--- src/hw/pvmpf_pkg.sv ---
// Purpose: Shared constants and types for the paging packet formatter
// Assumes: 32-bit packets, byte 3 is the most significant byte
// Notes:   Field positions are bit indices within the 32-bit packet, except TA_LSB, which is within the data field
`default_nettype none
package pvmpf_pkg;
  localparam int unsigned PKT_W      = 32;
  localparam int unsigned POS_W      = 7;
  localparam int unsigned INFO_W     = 21;
  localparam int unsigned DATA_W     = 11;
  // Vector type codes
  localparam logic [2:0] VT_SECURE   = 3'h0;
  localparam logic [2:0] VT_INSTR    = 3'h1;
  localparam logic [2:0] VT_SHORT    = 3'h2;
  localparam logic [2:0] VT_ALPHA    = 3'h5;
  localparam logic [2:0] VT_HEX      = 3'h6;
  // Instruction types
  localparam logic [2:0] IT_TEMPADDR = 3'h0;
  localparam logic [2:0] IT_TEST     = 3'h7;
  // Word position limits
  localparam logic [6:0] VEC_POS_MIN = 7'h02;
  localparam logic [6:0] MSG_POS_MIN = 7'h03;
  localparam logic [6:0] POS_MAX     = 7'h57;
  // Field positions
  localparam int unsigned TOP_BIT    = 31;
  localparam int unsigned POS_LSB    = 24;
  localparam int unsigned ERR_BIT    = 23;
  localparam int unsigned PH_LSB     = 21;
  localparam int unsigned VT_LSB     = 16;
  localparam int unsigned DAT_LSB    = 3;
  localparam int unsigned IT_LSB     = 0;
  localparam int unsigned TA_LSB     = 7;
  localparam logic [PKT_W-1:0] PKT_RST = 32'h0000_0000;

  // Decoded vector word from the decoder core
  typedef struct packed {
    logic [6:0]  pos;
    logic [1:0]  phase;
    logic        err;
    logic        longAddr;
    logic        hasMsg;
    logic [2:0]  instr;
    logic [3:0]  tempAddr;
    logic [6:0]  frameNum;
    logic [10:0] rawData;
  } pvmpf_vec_t;

  // Decoded message word from the decoder core
  typedef struct packed {
    logic [6:0]  pos;
    logic [1:0]  phase;
    logic        err;
    logic [20:0] info;
  } pvmpf_msg_t;
endpackage : pvmpf_pkg
`default_nettype wire

--- src/hw/pvmpf_formatter.sv ---
// Purpose: Builds instruction vector and message packets for the host
// Assumes: Decoder inputs are synchronous; packets leave through a buffer
// Notes:   A clean long-address vector is followed by one filler message packet
`default_nettype none
module pvmpf_formatter
  import pvmpf_pkg::*;
(
  // Clock and reset
  input  wire logic             clk,
  input  wire logic             sys_rst,
  // Vector words from decoder
  input  wire logic             vecValid,
  input  wire pvmpf_vec_t       vecWord,
  // Message words from decoder
  input  wire logic             msgValid,
  input  wire pvmpf_msg_t       msgWord,
  // Accept strobe back to decoder
  output logic                  coreReady,
  // Packet stream to host
  output logic                  pktValid,
  input  wire logic             pktReady,
  output logic [PKT_W-1:0]      pktData,
  // Status
  output logic                  msgDropped
);
  typedef enum logic [1:0] {
    PV_IDLE   = 2'b00,
    PV_FILLER = 2'b01
  } pvmpf_state_t;

  pvmpf_state_t     state;
  logic             msgOpen;
  logic [6:0]       fillPos;
  logic [1:0]       fillPhase;
  logic             bufReady;
  logic             bufValid;
  logic [PKT_W-1:0] bufData;
  logic             encValid;
  logic [PKT_W-1:0] encData;
  logic [PKT_W-1:0] next_vecPkt;
  logic [PKT_W-1:0] next_msgPkt;
  logic [PKT_W-1:0] next_fillPkt;
  logic             takeVec;
  logic             takeMsg;
  logic             encRoom;
  logic             encWants;
  logic             outLoad;
  logic             bufRd;
  logic             next_encBusy;
  logic             next_bufFull;

  // Decoder word is taken only while coreReady is high
  assign takeVec = coreReady && vecValid && (state == PV_IDLE);
  assign takeMsg = coreReady && msgValid && !vecValid && (state == PV_IDLE);

  // Encoder room now and one cycle ahead; coreReady must never promise room that a stall takes away
  assign encRoom      = !encValid || bufReady;
  assign encWants     = (state == PV_FILLER) || takeVec || (takeMsg && msgOpen);
  assign outLoad      = !pktValid || pktReady;
  assign bufRd        = bufValid && outLoad;
  assign next_encBusy = (encValid && !bufReady) || (encRoom && encWants);
  assign next_bufFull = !bufRd && (!bufReady || (bufValid && encValid));

  // Vector packet assembly; unused bits are left zero for the host to skip
  always_comb
  begin
    next_vecPkt                       = PKT_RST;
    next_vecPkt[TOP_BIT]              = 1'b0;
    next_vecPkt[POS_LSB +: POS_W]     = vecWord.pos;
    next_vecPkt[ERR_BIT]              = vecWord.err;
    next_vecPkt[PH_LSB +: 2]          = vecWord.phase;
    next_vecPkt[VT_LSB +: 3]          = VT_INSTR;
    next_vecPkt[IT_LSB +: 3]          = vecWord.instr;
    if (vecWord.instr == IT_TEMPADDR)
      next_vecPkt[DAT_LSB +: DATA_W]  = {vecWord.tempAddr, vecWord.frameNum};
    else
      next_vecPkt[DAT_LSB +: DATA_W]  = vecWord.rawData;
  end

  // Message packet assembly
  always_comb
  begin
    next_msgPkt                       = PKT_RST;
    next_msgPkt[TOP_BIT]              = 1'b0;
    next_msgPkt[POS_LSB +: POS_W]     = msgWord.pos;
    next_msgPkt[ERR_BIT]              = msgWord.err;
    next_msgPkt[PH_LSB +: 2]          = msgWord.phase;
    next_msgPkt[0 +: INFO_W]          = msgWord.info;
  end

  // Filler packet: next word position, information bits zero
  always_comb
  begin
    next_fillPkt                      = PKT_RST;
    next_fillPkt[POS_LSB +: POS_W]    = fillPos;
    next_fillPkt[PH_LSB +: 2]         = fillPhase;
  end

  // Sequencer: filler packet follows a clean long-address vector directly
  always_ff @(posedge clk or posedge sys_rst)
  begin
    if (sys_rst)
    begin
      state     <= PV_IDLE;
      fillPos   <= 7'h00;
      fillPhase <= 2'h0;
    end
    else
    begin
      unique case (state)
        PV_IDLE:
        begin
          if (takeVec && vecWord.longAddr && !vecWord.err)
          begin
            state     <= PV_FILLER;
            fillPos   <= 7'(vecWord.pos + 7'h01);
            fillPhase <= vecWord.phase;
          end
        end
        PV_FILLER:
        begin
          if (encRoom) // Leave only when the filler is really loaded, else it is lost
            state <= PV_IDLE;
        end
        default:
          state <= PV_IDLE;
      endcase
    end
  end

  // Message gate: opened by a clean vector that announces message words
  always_ff @(posedge clk or posedge sys_rst)
  begin
    if (sys_rst)
      msgOpen <= 1'b0;
    else if (takeVec)
      msgOpen <= !vecWord.err && vecWord.hasMsg;
  end

  // Dropped message words are flagged for one cycle
  always_ff @(posedge clk or posedge sys_rst)
  begin
    if (sys_rst)
      msgDropped <= 1'b0;
    else
      msgDropped <= takeMsg && !msgOpen;
  end

  // Encoder register in front of the buffer
  always_ff @(posedge clk or posedge sys_rst)
  begin
    if (sys_rst)
    begin
      encValid <= 1'b0;
      encData  <= PKT_RST;
    end
    else if (encRoom)
    begin
      encValid <= 1'b0;
      if (state == PV_FILLER)
      begin
        encValid <= 1'b1;
        encData  <= next_fillPkt;
      end
      else if (takeVec)
      begin
        encValid <= 1'b1;
        encData  <= next_vecPkt;
      end
      else if (takeMsg && msgOpen)
      begin
        encValid <= 1'b1;
        encData  <= next_msgPkt;
      end
    end
  end

  // Back-pressure to the decoder; registered so it comes from a flip-flop
  always_ff @(posedge clk or posedge sys_rst)
  begin
    if (sys_rst)
      coreReady <= 1'b0;
    else
      coreReady <= (state == PV_IDLE) && !takeVec && !(next_encBusy && next_bufFull);
  end

  pvmpf_skid #(
    .WIDTH    (PKT_W)
  ) u_skid (
    .clk      (clk),
    .sys_rst  (sys_rst),
    .inValid  (encValid),
    .inReady  (bufReady),
    .inData   (encData),
    .outValid (bufValid),
    .outReady (outLoad),
    .outData  (bufData)
  );

  // Output stage straight from flip-flops
  always_ff @(posedge clk or posedge sys_rst)
  begin
    if (sys_rst)
    begin
      pktValid <= 1'b0;
      pktData  <= PKT_RST;
    end
    else if (!pktValid || pktReady)
    begin
      pktValid <= bufValid;
      pktData  <= bufData;
    end
  end

  // Buffer is read exactly when the output stage loads, so an idle output never duplicates a word

  chk_vec_type: assert property (@(posedge clk) disable iff (sys_rst)
    takeVec |=> encValid && encData[VT_LSB +: 3] == 3'h1 && encData[TOP_BIT] == 1'b0)
    else $error("vector type not 001");
  chk_vec_pos: assert property (@(posedge clk) disable iff (sys_rst)
    takeVec |=> encData[POS_LSB +: POS_W] == $past(vecWord.pos))
    else $error("vector position wrong");
  chk_vec_err: assert property (@(posedge clk) disable iff (sys_rst)
    takeVec |=> encData[ERR_BIT] == $past(vecWord.err))
    else $error("vector error flag wrong");
  chk_vec_phase: assert property (@(posedge clk) disable iff (sys_rst)
    takeVec |=> encData[PH_LSB +: 2] == $past(vecWord.phase))
    else $error("vector phase wrong");
  chk_temp_addr: assert property (@(posedge clk) disable iff (sys_rst)
    takeVec && vecWord.instr == 3'h0 |=> encData[13:10] == $past(vecWord.tempAddr)
      && encData[9:3] == $past(vecWord.frameNum))
    else $error("temporary address fields wrong");
  chk_filler_next: assert property (@(posedge clk) disable iff (sys_rst)
    takeVec && vecWord.longAddr && !vecWord.err |=> state == PV_FILLER)
    else $error("filler state not entered");
  chk_filler_load: assert property (@(posedge clk) disable iff (sys_rst)
    state == PV_FILLER && encRoom |=> encValid && encData[20:0] == 21'h000000 && encData[ERR_BIT] == 1'b0
      && encData[POS_LSB +: POS_W] == $past(fillPos) && state == PV_IDLE)
    else $error("filler packet missing");
  chk_msg_gate: assert property (@(posedge clk) disable iff (sys_rst)
    takeMsg && !msgOpen |=> msgDropped)
    else $error("ungated message accepted");
  chk_msg_info: assert property (@(posedge clk) disable iff (sys_rst)
    takeMsg && msgOpen |=> encData[20:0] == $past(msgWord.info) && encData[ERR_BIT] == $past(msgWord.err)
      && encData[PH_LSB +: 2] == $past(msgWord.phase) && encData[POS_LSB +: POS_W] == $past(msgWord.pos))
    else $error("message packet fields wrong");
  chk_take_room: assert property (@(posedge clk) disable iff (sys_rst)
    (takeVec || takeMsg) |-> encRoom)
    else $error("word taken with encoder full");
  chk_out_hold: assert property (@(posedge clk) disable iff (sys_rst)
    pktValid && !pktReady |=> pktValid && $stable(pktData))
    else $error("packet changed while stalled");
endmodule : pvmpf_formatter
`default_nettype wire

--- src/hw/pvmpf_skid.sv ---
// Purpose: Two-entry buffer with valid/ready on both sides
// Assumes: Single clock, asynchronous active-high reset
// Notes:   Full throughput; a receiver stall loses no word
`default_nettype none
module pvmpf_skid
  import pvmpf_pkg::*;
#(
  parameter int unsigned WIDTH = 32
)(
  // Clock and reset
  input  wire logic             clk,
  input  wire logic             sys_rst,
  // Filling side
  input  wire logic             inValid,
  output var  logic             inReady,
  input  wire logic [WIDTH-1:0] inData,
  // Draining side
  output var  logic             outValid,
  input  wire logic             outReady,
  output var  logic [WIDTH-1:0] outData
);
  logic [WIDTH-1:0] mem [2];
  logic             wrPtr;
  logic             rdPtr;
  logic [1:0]       count;
  logic             doWr;
  logic             doRd;

  assign doWr     = inValid && inReady;
  assign doRd     = outValid && outReady;
  assign inReady  = (count != 2'h2);
  assign outValid = (count != 2'h0);
  assign outData  = mem[rdPtr];

  // Storage
  always_ff @(posedge clk or posedge sys_rst)
  begin
    if (sys_rst)
    begin
      mem[0] <= '0;
      mem[1] <= '0;
    end
    else if (doWr)
      mem[wrPtr] <= inData;
  end

  // Pointers and fill level
  always_ff @(posedge clk or posedge sys_rst)
  begin
    if (sys_rst)
    begin
      wrPtr <= 1'b0;
      rdPtr <= 1'b0;
      count <= 2'h0;
    end
    else
    begin
      if (doWr)
        wrPtr <= ~wrPtr;
      if (doRd)
        rdPtr <= ~rdPtr;
      count <= 2'(count + {1'b0, doWr} - {1'b0, doRd});
    end
  end

  chk_no_overfill: assert property (@(posedge clk) disable iff (sys_rst) count <= 2'h2)
    else $error("buffer count above two");
endmodule : pvmpf_skid
`default_nettype wire

--- config.mk ---
export PLATFORM = sky130hd
export DESIGN_NAME = pvmpf_formatter
export DESIGN_NICKNAME = d
export VERILOG_FILES = /design/src/hw/pvmpf_pkg.sv /design/src/hw/pvmpf_formatter.sv /design/src/hw/pvmpf_skid.sv
export SDC_FILE = /design/constraint.sdc
export NUM_CORES = 1
export LEC_CHECK = 0
export ABC_AREA = 0
export BUFFER_PORTS_ARGS = -buffer_cell sky130_fd_sc_hd__buf_4
export CORE_MARGIN = 4
export CORE_UTILIZATION = 56
export CTS_CLUSTER_SIZE = 8
export DETAILED_ROUTE_END_ITERATION = 10
export HOLD_SLACK_MARGIN = 0.03
export PLACE_DENSITY = 0.9
export SLEW_MARGIN = 30
export SYNTH_ARGS = -nofsm -noshare
export SYNTH_HDL_FRONTEND = slang
export SYNTH_SLANG_ARGS = --single-unit
export TNS_END_PERCENT = 50
--- constraint.sdc ---
create_clock -name clk -period 5.6 [get_ports clk]
set_input_delay 1.12 -clock clk [delete_from_list [all_inputs] [get_ports clk]]
set_output_delay 1.12 -clock clk [all_outputs]
set_load 0.01 [all_outputs]
==> impl_results.md <==
* CTS tree: built
* Syn_nets at 615
* Post-CTS Resized at 0
* Slew @ Worst Pin at around 0.96 ns
* Hold path depth at 2
* Vias in the first global route at between 4000 and 5000
* Worst skew pair latency at between 0.4 and 0.5 ns
* Relative slew margins at 0.360
* RSZ-0062 raised after global routing: no
* First-pass GRT wire length at 25400 µm
* DRT iter0 DRCs at 387
* DP Area at about 7300 µm²
* WS Path Type: reg -> reg
* Tcrit/Tclk final at 0.462
* Final Net Count at roughly 710
* Switch share at 0.330
* Worst Reg-to-Reg Cells at 3
* Fin Setup TNS at 0 ns
* Seq. cell area at between 3000 and 4000 µm²
* Crit-path cells: and3b_1, and3b_1, mux2_2
* I/O Pins at 108
* Core area at approximately 11000 µm²
* Detailed-route via count at roughly 4600
* Synth top area cells: dfrtp_1 55%, mux2_2 9.6%, mux2i_1 7.1%
* Avg Cell Area, Syn at around 12 µm²
* GRT overflow at 0
* Seq/Total Area, Yosys at 0.554
* Worst reg2reg path startpoint: state[0]
* Post-synthesis instance total at 539
* Final Hold Viols at 0
* Minimum clock period at around 2.6 ns
* Die height at ~120 µm
* Area share of the largest cell type after synthesis at 0.554
* Hold Path End: pktData[14]
* Main flop type after synthesis: dfrtp_1
* Clock Power Share at 0.235
* Synth area leader: dfrtp_1
* Multi-input gate area at roughly 2600 µm²
* Pwr/cell area at 617 nW/µm²
* Clk_skew at about 0.0083 ns
* Part of the power in registers at 0.410
* Synth cell count leaders: 143 x dfrtp_1, 91 x nand2_1, 55 x mux2_2
* HP Start: pktData[14]
* WP data required at slightly below 6 ns
* Wirelength, routed at approximately 16000 µm
* Root Buffer: clkbuf_16
* Leakage power total at about 3.8 nW
* Delay-heaviest family, CP: simple AND/OR/NAND/NOR gates
* HPWL after DPL at about 10000 µm
* Buffers on Ports at 106
* Max Fanout on Critical Path at 39
* Area grow syn2layout at 21.9%
* Row count at 38
* Clock slew at reported path FFs at about 0.050 ns
* Drt drc at 0
* Post-CTS Hold Fix Bufs at 0
* Final hold slack at 0.484 ns
* Number of buffers on the longest clock path at 2
* Antenna-violating nets left at 0
* Worst min path class: reg -> reg
* Layout cell share with drive strength beyond 1 at 0.357
* GRT Total Usage at 0.251
* Post-layout util at 0.710
* TritonCTS Buffers at 17
* Cell mode on critical path: and3b_1
* H-tree depth at 4
* Drt via density at ~5.9
* Initial Util at 0.583
* Slowest-stage cell, CP: and3b_1
* # Max-Cap Violations at 0
* Synth unique cells at 37
* Postcts setup bufs at 0
* Post-synth EDFFs at 0
* Antenna cells at 0
* Post-Syn Area at 6450 µm²
* Psw at about 1.6 mW
* Final setup fails at 0
* RePlAce Congestion at 0.794
* Worst Path Arrival at 2.89 ns
* Slew Limit Fails at 0
* Fmax at between 300 and 400 MHz
* Post-synthesis async set-or-reset flop share at 1.00
* Die Footprint at roughly 13000 µm²
* Worst Setup Start Kind: register
* CP Capture Type: register
* Setup crit start: state[0]
* Synthesis-stage register bit count at between 100 and 150
* Peak VDD IR at roughly 320 µV
* Largest net degree at the start of global routing at between 90 and 100
* P_int at approximately 3.3 mW
* First drt pass iteration count at 5
* Fin area at 7870 µm²
* Crit-path max cell delay at between 0.7 and 0.8 ns
* Routed WL per cell at 20.3 µm
* Status: complete, no violations
* CTS sink count at between 100 and 150
* Fillers at 680
* Bufs and invs on worst path at 0
* Die W at 115 µm
* Initial antenna violation count at 0
* Capturing point of the worst reg2reg path: fillPhase[0]
* Synthesis Warnings at 0
* Reg2Reg Setup Slack at 3.01 ns
* Most numerous cell in the Yosys netlist: dfrtp_1
* Comb pwr share at 0.355
[cell type report]
class	instances	area share
sequential	143	0.455
clock buffer	26	0.0622
tap	140	0.0223
clock inverter	5	0.0132
multi-input combinational	350	0.335
timing repair buffer	109	0.107
inverter	11	0.00588
[per-layer routing]
metal | up-vias | track usage | wire (µm)
met4 | 0 | 0.117 | 496
met2 | 200 | 0.421 | 8360
li1 | 2031 | - | -
met3 | 50 | 0.0526 | 893
met1 | 2310 | 0.314 | 6190
met5 | - | 0 | 0
[tightest hold or removal path: stages, from the launching register on]
cell and delay [ns]:
dfrtp_1 0.34, nand2_1 0.05, o21ai_0 0.06
[how the worst max path moves through the flow]
stage                      endpoint  slack (ns)  cells after the start
floorplan                 coreReady        0.64                      1
global placement        encData[10]        2.69                      5
detailed placement  u_skid.count[1]        2.65                      9
CTS                 u_skid.count[1]        3.06                      9
global route             fillPos[1]        2.89                      3
finish                 fillPhase[0]        3.01                      3
[layout by cell type (no fill, tap or decap), types with 2 or more instances in the layout]
cell	instances
dfrtp_1	141
buf_4	108
nand2_1	91
mux2_2	55
o21ai_0	47
mux2i_1	46
mux2_4	29
nor2_1	26
clkbuf_16	17
a21oi_1	11
a311oi_1	11
inv_1	10
clkbuf_1	6
xnor2_1	5
nand3_1	4
xor2_1	3
ha_1	3
clkbuf_8	3
bufinv_16	3
and3b_1	2
[registers in the layout, indices dropped and copies added (netlist names)]
signal	cells
u_skid.mem	62
encData	31
pktData	31
fillPos	7
fillPhase	2
u_skid.count	2
coreReady	1
encValid	1
msgDropped	1
msgOpen	1
pktValid	1
state	1
u_skid.rdPtr	1
u_skid.wrPtr	1
[metrics by stage]
step / total power [mW] / std cells / setup WS [ns]
3_5_place_dp: 3.68 / 753 / 2.65
4_1_cts: 4.87 / 784 / 3.06
5_1_grt: 5.11 / 784 / 2.89
6_report: 4.86 / 784 / 3.01
2_1_floorplan: 3.14 / 539 / 0.642
3_3_place_gp: 3.51 / 752 / 2.69
[cell families after synthesis]
kind of cell,Yosys count,share of synthesized area
AO/OA/AOI/OAI,73,0.0651
adder cells (fa/ha/maj),3,0.00582
buffers and inverters,46,0.0413
AND/OR/NAND/NOR,135,0.0872
other,1,0.000581
multiplexers,130,0.235
XOR/XNOR,8,0.0109
flip-flops,143,0.554
[power by group through the flow]
stage	Combinational, mW	Clock, mW	Sequential, mW
finish	1.72	1.14	1.99
global route	1.86	1.20	2.05
CTS	1.74	1.15	1.98
detailed placement	1.70	0	1.98
global placement	1.58	0	1.93
floorplan	1.30	0	1.84
(Power assumes the default switching activity.)
